$ cat src/core/djk_pkg.sv
// shared constants and state type for the dual j-k flip-flop
package djk_pkg;
  localparam int unsigned NUM_FF   = 2;
  localparam logic        Q_RESET  = 1'h0;
  localparam logic        QN_RESET = 1'h1;

  // steering pair codes {set, clear}
  localparam logic [1:0] STEER_TOGGLE = 2'h0;
  localparam logic [1:0] STEER_CLEAR  = 2'h1;
  localparam logic [1:0] STEER_SET    = 2'h2;
  localparam logic [1:0] STEER_HOLD   = 2'h3;

  typedef struct packed {
    logic [NUM_FF-1:0] set_meta;
    logic [NUM_FF-1:0] set_sync;
    logic [NUM_FF-1:0] clr_meta;
    logic [NUM_FF-1:0] clr_sync;
    logic [NUM_FF-1:0] clk_meta;
    logic [NUM_FF-1:0] clk_sync;
    logic [NUM_FF-1:0] clk_prev;
    logic [NUM_FF-1:0] dclr_meta;
    logic [NUM_FF-1:0] dclr_sync;
    logic [NUM_FF-1:0] q;
    logic [NUM_FF-1:0] q_n;
  } djk_state_s;
endpackage : djk_pkg

$ cat src/core/djk_dual_ff.sv
// dual falling-edge j-k flip-flop with direct clear
//
// Functional notes
// - two independent flip-flops, sharing only clk_sys and sys_rst
// - each has a clock-independent direct clear
// - steering taken only at a falling edge, sampled with the first low clock sample
// - hold, set, clear, toggle per steering pair
// - complement output always inverse of true
// - toggle mode gives half clock frequency
`timescale 1ns/1ps
module djk_dual_ff
  import djk_pkg::*;
(
  input  wire logic                      clk_sys,
  input  wire logic                      sys_rst,
  input  wire logic [djk_pkg::NUM_FF-1:0] steer_set,
  input  wire logic [djk_pkg::NUM_FF-1:0] steer_clr,
  input  wire logic [djk_pkg::NUM_FF-1:0] ff_clk,
  input  wire logic [djk_pkg::NUM_FF-1:0] direct_clr,
  output logic      [djk_pkg::NUM_FF-1:0] q,
  output logic      [djk_pkg::NUM_FF-1:0] q_n
);
  import djk_pkg::*;

  djk_state_s st;
  djk_state_s next_st;
  logic [NUM_FF-1:0] fall;

  always_comb
  begin
    next_st           = st;
    next_st.set_meta  = steer_set;
    next_st.set_sync  = st.set_meta;
    next_st.clr_meta  = steer_clr;
    next_st.clr_sync  = st.clr_meta;
    next_st.clk_meta  = ff_clk;
    next_st.clk_sync  = st.clk_meta;
    next_st.clk_prev  = st.clk_sync;
    next_st.dclr_meta = direct_clr;
    next_st.dclr_sync = st.dclr_meta;
    fall = st.clk_prev & ~st.clk_sync;
    for (int i = 0; i < NUM_FF; i++)
    begin
      if (st.dclr_sync[i])
      begin
        next_st.q[i] = Q_RESET;
      end
      else if (fall[i])
      begin
        unique case ({st.set_sync[i], st.clr_sync[i]})
          STEER_HOLD:   next_st.q[i] = st.q[i];
          STEER_SET:    next_st.q[i] = 1'h1;
          STEER_CLEAR:  next_st.q[i] = 1'h0;
          STEER_TOGGLE: next_st.q[i] = ~st.q[i];
        endcase
      end
    end
    next_st.q_n = ~next_st.q;
  end

  always_ff @(posedge clk_sys)
  begin
    if (sys_rst)
    begin
      st     <= '0;
      st.q   <= {NUM_FF{Q_RESET}};
      st.q_n <= {NUM_FF{QN_RESET}};
    end
    else
    begin
      st <= next_st;
    end
  end

  assign q   = st.q;
  assign q_n = st.q_n;

  for (genvar g = 0; g < NUM_FF; g++)
  begin : g_chk
    chk_comp_inverse : assert property (@(posedge clk_sys) disable iff (sys_rst)
      st.q_n[g] == ~st.q[g])
      else $error("complement output not inverse of true output");

    chk_clear_forces : assert property (@(posedge clk_sys) disable iff (sys_rst)
      st.dclr_sync[g] |=> (!st.q[g] && st.q_n[g]))
      else $error("direct clear did not force outputs");

    chk_clear_pin_path : assert property (@(posedge clk_sys) disable iff (sys_rst)
      direct_clr[g] ##1 direct_clr[g] ##1 direct_clr[g] |=> !st.q[g])
      else $error("held direct clear did not reach output");

    chk_hold_state : assert property (@(posedge clk_sys) disable iff (sys_rst)
      fall[g] && !st.dclr_sync[g] && st.set_sync[g] && st.clr_sync[g] |=> $stable(st.q[g]))
      else $error("hold pair changed the state");

    chk_set_state : assert property (@(posedge clk_sys) disable iff (sys_rst)
      fall[g] && !st.dclr_sync[g] && st.set_sync[g] && !st.clr_sync[g] |=> st.q[g])
      else $error("set pair did not set the state");

    chk_clr_state : assert property (@(posedge clk_sys) disable iff (sys_rst)
      fall[g] && !st.dclr_sync[g] && !st.set_sync[g] && st.clr_sync[g] |=> !st.q[g])
      else $error("clear pair did not clear the state");

    chk_toggle_half : assert property (@(posedge clk_sys) disable iff (sys_rst)
      fall[g] && !st.dclr_sync[g] && !st.set_sync[g] && !st.clr_sync[g] |=> st.q[g] != $past(st.q[g]))
      else $error("toggle pair did not invert the state");

    chk_no_rise_change : assert property (@(posedge clk_sys) disable iff (sys_rst)
      !fall[g] && !st.dclr_sync[g] |=> $stable(st.q[g]))
      else $error("state changed without a falling clock edge");

    chk_clear_blocks_fall : assert property (@(posedge clk_sys) disable iff (sys_rst)
      fall[g] && st.dclr_sync[g]
      |=> !st.q[g] && st.q_n[g])
      else $error("clock edge got through a direct clear");

    chk_clear_held_low : assert property (@(posedge clk_sys) disable iff (sys_rst)
      st.dclr_sync[g] ##1 st.dclr_sync[g]
      |-> !st.q[g] && st.q_n[g])
      else $error("output rose while direct clear was held");

    chk_clear_release : assert property (@(posedge clk_sys) disable iff (sys_rst)
      st.dclr_sync[g] ##1 (!st.dclr_sync[g] && !fall[g])
      |=> !st.q[g])
      else $error("output left zero after clear release without a clock fall");

    chk_clear_pin_comp : assert property (@(posedge clk_sys) disable iff (sys_rst)
      direct_clr[g] [*3]
      |=> st.q_n[g])
      else $error("held direct clear did not raise the complement");

    chk_clear_sync_depth : assert property (@(posedge clk_sys) disable iff (sys_rst)
      st.dclr_sync[g]
      |-> $past(direct_clr[g], 2))
      else $error("direct clear skipped its synchroniser");

    chk_fall_sync_depth : assert property (@(posedge clk_sys) disable iff (sys_rst)
      fall[g]
      |-> $past(ff_clk[g], 3) && !$past(ff_clk[g], 2))
      else $error("clock fall seen without a synchronised pin fall");

    chk_steer_taken : assert property (@(posedge clk_sys) disable iff (sys_rst)
      fall[g]
      |-> st.set_sync[g] == $past(steer_set[g], 2) && st.clr_sync[g] == $past(steer_clr[g], 2))
      else $error("steering not taken from before the clock fall");

    chk_rise_no_effect : assert property (@(posedge clk_sys) disable iff (sys_rst)
      $rose(ff_clk[g]) ##2 !st.dclr_sync[g]
      |=> $stable(st.q[g]))
      else $error("rising clock pin changed the state");

    chk_own_pins_only : assert property (@(posedge clk_sys) disable iff (sys_rst)
      $changed(st.q[g]) && !$past(sys_rst)
      |-> $past(fall[g] || st.dclr_sync[g]))
      else $error("state changed without its own clock or clear");

    chk_set_from_pin : assert property (@(posedge clk_sys) disable iff (sys_rst)
      $fell(ff_clk[g]) && !$past(sys_rst) ##2 !st.dclr_sync[g] && st.set_sync[g] && !st.clr_sync[g]
      |=> st.q[g])
      else $error("set pair did not set on a clock pin fall");

    chk_clr_from_pin : assert property (@(posedge clk_sys) disable iff (sys_rst)
      $fell(ff_clk[g]) && !$past(sys_rst) ##2 !st.dclr_sync[g] && !st.set_sync[g] && st.clr_sync[g]
      |=> !st.q[g])
      else $error("clear pair did not clear on a clock pin fall");

    chk_hold_from_pin : assert property (@(posedge clk_sys) disable iff (sys_rst)
      $fell(ff_clk[g]) && !$past(sys_rst) ##2 !st.dclr_sync[g] && st.set_sync[g] && st.clr_sync[g]
      |=> $stable(st.q[g]))
      else $error("hold pair changed on a clock pin fall");

    chk_toggle_from_pin : assert property (@(posedge clk_sys) disable iff (sys_rst)
      $fell(ff_clk[g]) && !$past(sys_rst) ##2 !st.dclr_sync[g] && !st.set_sync[g] && !st.clr_sync[g]
      |=> $changed(st.q[g]))
      else $error("toggle pair did not flip on a clock pin fall");

    chk_set_comp : assert property (@(posedge clk_sys) disable iff (sys_rst)
      fall[g] && !st.dclr_sync[g] && st.set_sync[g] && !st.clr_sync[g]
      |=> !st.q_n[g])
      else $error("set pair left the complement high");

    chk_clr_comp : assert property (@(posedge clk_sys) disable iff (sys_rst)
      fall[g] && !st.dclr_sync[g] && !st.set_sync[g] && st.clr_sync[g]
      |=> st.q_n[g])
      else $error("clear pair left the complement low");

    chk_hold_comp : assert property (@(posedge clk_sys) disable iff (sys_rst)
      fall[g] && !st.dclr_sync[g] && st.set_sync[g] && st.clr_sync[g]
      |=> $stable(st.q_n[g]))
      else $error("hold pair changed the complement");

    chk_toggle_comp : assert property (@(posedge clk_sys) disable iff (sys_rst)
      fall[g] && !st.dclr_sync[g] && !st.set_sync[g] && !st.clr_sync[g]
      |=> st.q_n[g] == $past(st.q[g]))
      else $error("toggle pair gave a wrong complement");

    chk_port_inverse : assert property (@(posedge clk_sys) disable iff (sys_rst)
      q_n[g] == ~q[g])
      else $error("complement pin not inverse of true pin");

    cov_toggle : cover property (@(posedge clk_sys) disable iff (sys_rst)
      fall[g] && !st.set_sync[g] && !st.clr_sync[g] && !st.dclr_sync[g]);
    cov_set : cover property (@(posedge clk_sys) disable iff (sys_rst)
      fall[g] && st.set_sync[g] && !st.clr_sync[g] && !st.dclr_sync[g]);
    cov_clear_high : cover property (@(posedge clk_sys) disable iff (sys_rst)
      st.q[g] ##1 st.dclr_sync[g] ##1 !st.q[g]);
    cov_hold : cover property (@(posedge clk_sys) disable iff (sys_rst)
      fall[g] && st.set_sync[g] && st.clr_sync[g] && !st.dclr_sync[g]);
    cov_clear_pair : cover property (@(posedge clk_sys) disable iff (sys_rst)
      fall[g] && !st.set_sync[g] && st.clr_sync[g] && !st.dclr_sync[g]);
  end
endmodule : djk_dual_ff

$ cat config.mk
export PLATFORM = sky130hd
export DESIGN_NAME = djk_dual_ff
export DESIGN_NICKNAME = d
export VERILOG_FILES = /design/src/core/djk_pkg.sv /design/src/core/djk_dual_ff.sv
export SDC_FILE = /design/constraint.sdc
export NUM_CORES = 1
export LEC_CHECK = 0
export BUFFER_PORTS_ARGS = -buffer_cell sky130_fd_sc_hd__buf_2
export CORE_UTILIZATION = 53
export DETAILED_ROUTE_END_ITERATION = 6
export PLACE_DENSITY = 0.77
export SYNTH_ARGS = -nofsm -noshare
export SYNTH_HDL_FRONTEND = slang
export SYNTH_SLANG_ARGS = --single-unit
$ cat constraint.sdc
create_clock -name clk_sys -period 2 [get_ports clk_sys]
set_clock_uncertainty 0.1 [all_clocks]
set_input_delay 0.6 -clock clk_sys [delete_from_list [all_inputs] [get_ports clk_sys]]
set_output_delay 0.6 -clock clk_sys [all_outputs]
set_load 0.01 [all_outputs]
# == Yosys cells after proc, flatten, opt, wreduce, memory -nomap -nowiden ==
# Cells that the tools add are included.
# totals
input_bits,10
output_inout_bits,4
reg_bits,22
# classes
bitwise,5
eq_ne,6
n_reduce_logical,2
muxes,6
# ops
cell,n
$eq 2x2->1 const B,4
$pmux 1 s4,2
$eq 2x1->1 const B,2
$logic_not 2->1,2
$mux 1,4
$not 2->2,2
$and 2x2->2,1
$not 1->1,2

# == Depth between registers and ports, before layout ==
# Gate-level depths: netlist (run 1).
# depth
ltp_word,5
ltp_mapped,3

# == Worst setup path before layout (run 1) ==
# No wires, ideal clock.
# synth_timing
path_type,register to output
from,register q[0] (netlist name)
to,output port q[0] (netlist bit)
setup_slack_ns,0.839
n_path_buf,1
arrival_ns,0.461
stages_incl_launch_ff,2
t_required_ns,1.300
path_cell_list,dfxtp_1 buf_4
# synth_lines
element,line_no,rtl
to (decl),djk_dual_ff.sv:20,"output logic [djk_pkg::NUM_FF-1:0] q,"
# No word-level cell between the ends.

# == Worst setup path in the final report (run 1) ==
# layout_timing
from,register q[0] (netlist name)
to,output port q[0] (netlist bit)
# No word-level cell between the ends.

==> flow_summary.json, run 1 <==
{
  "layout_commonest_cell": "dfxtp_1",
  "track_usage": 0.133,
  "rsz0062_at_grt": "false",
  "first_pass_iters": 2,
  "tightest_slew_ns": 0.340,
  "dieArea_um2": 1480,
  "syn-cell-area_um2": 704,
  "cp.arrival_ns": 0.83,
  "crit_type": "register to primary output",
  "synth_top_area_cell": "dfxtp_1",
  "yosys_warnings": 0,
  "drc_errors": 0,
  "slowest_delay_ns": 0.38,
  "rows": 12,
  "insertion_delay_ns": 0.29,
  "dpl_cell_area_um2": 741,
  "antennaDiodeCount": 0,
  "critPathSlowestCell": "dfxtp_1",
  "io_buffer_count": 13,
  "start_kind": "register",
  "cts_max_level": 1,
  "grt_pass1_wl_mm": 1.31,
  "ys_types": 11,
  "status": "complete, no violations",
  "p_per_area_nw_per_um2": 940,
  "vdd_drop_max_uv": 667,
  "cts_tree": "done",
  "nets": 80,
  "ant_nets": 0,
  "swShare": 0.196,
  "cts-buffers-inserted": 3,
  "fin_crit_sh": 0.763,
  "clkTransAtPathRegs_ns": 0.11,
  "endpoint_kind": "primary output",
  "place.gp.congestion": 0.604,
  "comb_power_share": 0.048,
  "drv_cap": 0,
  "synth.avg_cell_area_um2": 12.1,
  "synth_top_area_frac": 0.625,
  "fmax_ghz": 0.655,
  "start_util": 0.601,
  "p_clk_frac": 0.320,
  "cts_setup_buffers": 0,
  "ctsHoldBuffers": 0,
  "die_h_um": 38.5,
  "cp_max_fo": 4,
  "grt_pass1_vias": 375,
  "wl_um": 711,
  "viasPerCell": 4.66,
  "setup_viol": 0,
  "crit_family": "flip-flops",
  "period_needed_ns": 1.53,
  "synth-seq-cells": 22,
  "critPathRequiredTime_ns": 1.30,
  "clockBufferDepth": 2,
  "hold_violations": 0,
  "setup-tns-final_ns": 0,
  "min-delay-path-class": "register to register",
  "drive_above_1_share": 0.319,
  "core_area_um2": 1170,
  "cts-root-buf": "clkbuf_4",
  "antenna_found_initial": 0,
  "cts_resized": 0,
  "design_area_um2": 777,
  "first_iter_violations": 2,
  "syn_inst": 58,
  "synth-seq-area-share": 0.625,
  "maxSlewHeadroom": 0.773,
  "p_int_w": 0.000587,
  "synth_nets": 68,
  "final_cell_mix": "dfxtp_1, nor2b_1, buf_2",
  "clkSinkCount": 22,
  "pre_cts_ws_ns": 0.680,
  "setup_ws_ns": 0.474,
  "grt_max_degree": 21,
  "die_w_um": 38.5,
  "syn_to_final_growth_pct": 10.3,
  "synthTopCellsByArea": "dfxtp_1, nor2b_1, buf_4, nand2b_1, nor3b_2",
  "wl_per_cell_um": 8.57,
  "vias": 387,
  "path_buf_inv": 1,
  "ioPinCount": 14,
  "p_switching_w": 0.000143,
  "seqPwrFrac": 0.632,
  "power.leakage_nw": 0.318,
  "path_cells": "buf_2",
  "holdWs_ns": 0.350,
  "grt.overflow.total": 0,
  "slew_violations": 0
}
==> kinds of logic (layout without fill, tap and decap cells) <==
| group | count (synthesis) | count (layout) | share of synthesized area |
|---|---|---|---|
| simple gates | 26 | 26 | 0.252 |
| flops | 22 | 22 | 0.625 |
| buf+inv | 6 | 17 | 0.0657 |
| compound gates | 4 | 4 | 0.0568 |
==> stage by stage <==
step           instances  utilization  power, W
2_1_floorplan         58            -  0.000500
3_3_place_gp          79        0.632  0.000506
3_5_place_dp          79        0.632  0.000508
4_1_cts               83        0.663  0.000740
5_1_grt               83        0.663  0.000772
6_report              83        0.663  0.000731
==> cells in the mapped netlist (all sizes together) <==
library cell and instances:
buf 6, nor3b 2, o221ai 2, nor2b 18, nand2b 4, dfxtp 22
o221a 2, nor2 2
==> layout make-up <==
class,instances,area [um^2]
repair buffers,13,65.1
fillers,95,394
clock buffers,4,36.3
well taps,14,17.5
multi-input cells,30,218
flip-flops and latches,22,440
==> power groups by stage <==
stage / logic, W / clock network [W] / registers [W]
3_3_place_gp: 0.0000344 / 0 / 0.000471
3_5_place_dp: 0.0000357 / 0 / 0.000472
6_report: 0.0000351 / 0.000234 / 0.000462
2_1_floorplan: 0.0000289 / 0 / 0.000471
5_1_grt: 0.0000399 / 0.000268 / 0.000464
4_1_cts: 0.0000356 / 0.000243 / 0.000462
==> path summary, 6_finish.rpt <==
path              cells past startpoint  slack (ns)    end        from
setup / recovery                      1        0.47   q[0]        q[0]
hold / removal                        1        0.35  st[4]  next_st[4]
setup reg to reg                      2        1.10   q[1]       st[9]
hold reg to reg                       1        0.35  st[4]  next_st[4]
==> registers in the layout (all words and copies together), names as in the netlist <==
name,flops
q,2
q_n,2
st,8
next_st,10
==> per-layer routing <==
layer  track usage  vias to the layer above  wire, um
li1              -                      204         -
met1         0.137                      171       350
met2         0.237                       12       323
met3        0.0523                        0        37
met4        0.0517                        0         0
met5             0                        -         0
No activity file was read; power rests on OpenSTA's default activity.
==> run 2, diff against run 1 <==
CORE_UTILIZATION = 50   (was 53)
PLACE_DENSITY = 0.74   (was 0.77)
clock period = 1.52 ns   (was 2 ns; I/O delays follow)
==> run 2 against run 1 <==
Against the previous run:
- worst hold slack worse by 0.092 ns
- non-clock buffer count unchanged
- sequential power up 32%
- combinational power up 32%
- largest power group unchanged
- largest cell class unchanged
- total power up 31%
- clock power up 31%
- first-iteration DRC count rose to 3.0 times the previous value
- routed wire length up 1.4%
==> flow_summary.json, run 2 (synthesized netlist as in run 1, its figures left out) <==
{
  "period_needed_ns": 1.39,
  "vdd_drop_max_uv": 531,
  "crit_type": "register to primary output",
  "p_switching_w": 0.000187,
  "slew_violations": 0,
  "cts_tree": "done",
  "cp_max_fo": 4,
  "critPathSlowestCell": "dfxtp_1",
  "die_w_um": 39.5,
  "design_area_um2": 778,
  "rsz0062_at_grt": "false",
  "first_iter_violations": 6,
  "syn_to_final_growth_pct": 10.5,
  "viasPerCell": 4.56,
  "fin_crit_sh": 0.917,
  "status": "complete, no violations",
  "clkTransAtPathRegs_ns": 0.11,
  "drv_cap": 0,
  "cts_resized": 0,
  "maxSlewHeadroom": 0.768,
  "setup-tns-final_ns": 0,
  "largest_reg_flops": 10,
  "power_w": 0.000960,
  "vias": 383,
  "dieArea_um2": 1560,
  "p_clk_frac": 0.319,
  "final_cell_mix": "dfxtp_1, nor2b_1, buf_2",
  "clkSinkCount": 22,
  "drive_above_1_share": 0.319,
  "wl_um": 721,
  "insertion_delay_ns": 0.29,
  "cts-buffers-inserted": 3,
  "p_per_area_nw_per_um2": 1230,
  "setup_viol": 0,
  "power.leakage_nw": 0.318,
  "crit_family": "flip-flops",
  "core_area_um2": 1300,
  "hold_violations": 0,
  "cp.arrival_ns": 0.84,
  "start_kind": "register",
  "ant_nets": 0,
  "seqPwrFrac": 0.633,
  "wl_per_cell_um": 8.58,
  "io_buffer_count": 13,
  "cts_max_level": 1,
  "cts_setup_buffers": 0,
  "dpl_cell_area_um2": 742,
  "track_usage": 0.113,
  "first_pass_iters": 3,
  "grt.overflow.total": 0,
  "p_int_w": 0.000773,
  "ctsHoldBuffers": 0,
  "fin_util": 0.598,
  "antenna_found_initial": 0,
  "critPathRequiredTime_ns": 0.96,
  "cts-root-buf": "clkbuf_4",
  "die_h_um": 39.5,
  "ioPinCount": 14,
  "path_buf_inv": 1,
  "start_util": 0.541,
  "min-delay-path-class": "primary input to register",
  "clockBufferDepth": 2,
  "nets": 80,
  "place.gp.congestion": 0.614,
  "endpoint_kind": "primary output",
  "path_cells": "buf_2",
  "swShare": 0.195,
  "slowest_delay_ns": 0.39,
  "drc_errors": 0,
  "rows": 13,
  "comb_power_share": 0.048,
  "grt_max_degree": 21,
  "tightest_slew_ns": 0.347,
  "grt_pass1_wl_mm": 1.15,
  "layout_commonest_cell": "dfxtp_1",
  "grt_pass1_vias": 309,
  "fmax_ghz": 0.717,
  "antennaDiodeCount": 0
}
-- run 2: cell counts in the layout (fill, tap and decap cells not counted) --
Identical to the previous run, type by type.
-- run 2: worst paths after layout --
check	start	endpoint	slack, ns	depth (start not counted)
min reg2reg	next_st[4]	st[4]	0.35	1
max reg2reg	q[1]	q[1]	0.61	2
min	steer_set[1]	next_st[19]	0.26	2
max	q[1]	q[1]	0.13	1
-- run 2: layer usage --
layer | part of all wire | global-route usage | vias up
met5 | 0 | 0 | -
met4 | 0 | 0.0517 | 0
met3 | 0.057 | 0.0341 | 0
met2 | 0.48 | 0.189 | 11
met1 | 0.46 | 0.129 | 166
li1 | - | - | 206
-- run 2: power groups by stage --
stage          registers (W)  clock network (W)   logic, W
6_report            0.000608           0.000306  0.0000463
3_5_place_dp        0.000621                  0  0.0000473
2_1_floorplan       0.000619                  0  0.0000380
3_3_place_gp        0.000620                  0  0.0000456
5_1_grt             0.000611           0.000347  0.0000521
4_1_cts             0.000608           0.000319  0.0000473
-- run 2: area by class of cell --
cell class	count	area (um^2)
fillers	118	523
flip-flops and latches	22	440
multi-input cells	30	218
repair buffers	13	65.1
clock buffers	4	36.3
well taps	15	18.8
-- run 2: worst register-to-register path: stages, from the launching register on --
cell and delay (ns):
dfxtp_1 0.39, nand2b_1 0.10, o221a_1 0.22
-- run 2: metrics by stage --
step | worst slack [ns] | cells | hold WS (ns)
finish | 0.126 | 84 | 0.258
global route | 0.0735 | 84 | 0.246
global placement | 0.357 | 80 | 0.318
CTS | 0.118 | 84 | 0.249
floorplan | 0.503 | 58 | 0.314
detailed placement | 0.324 | 80 | 0.322
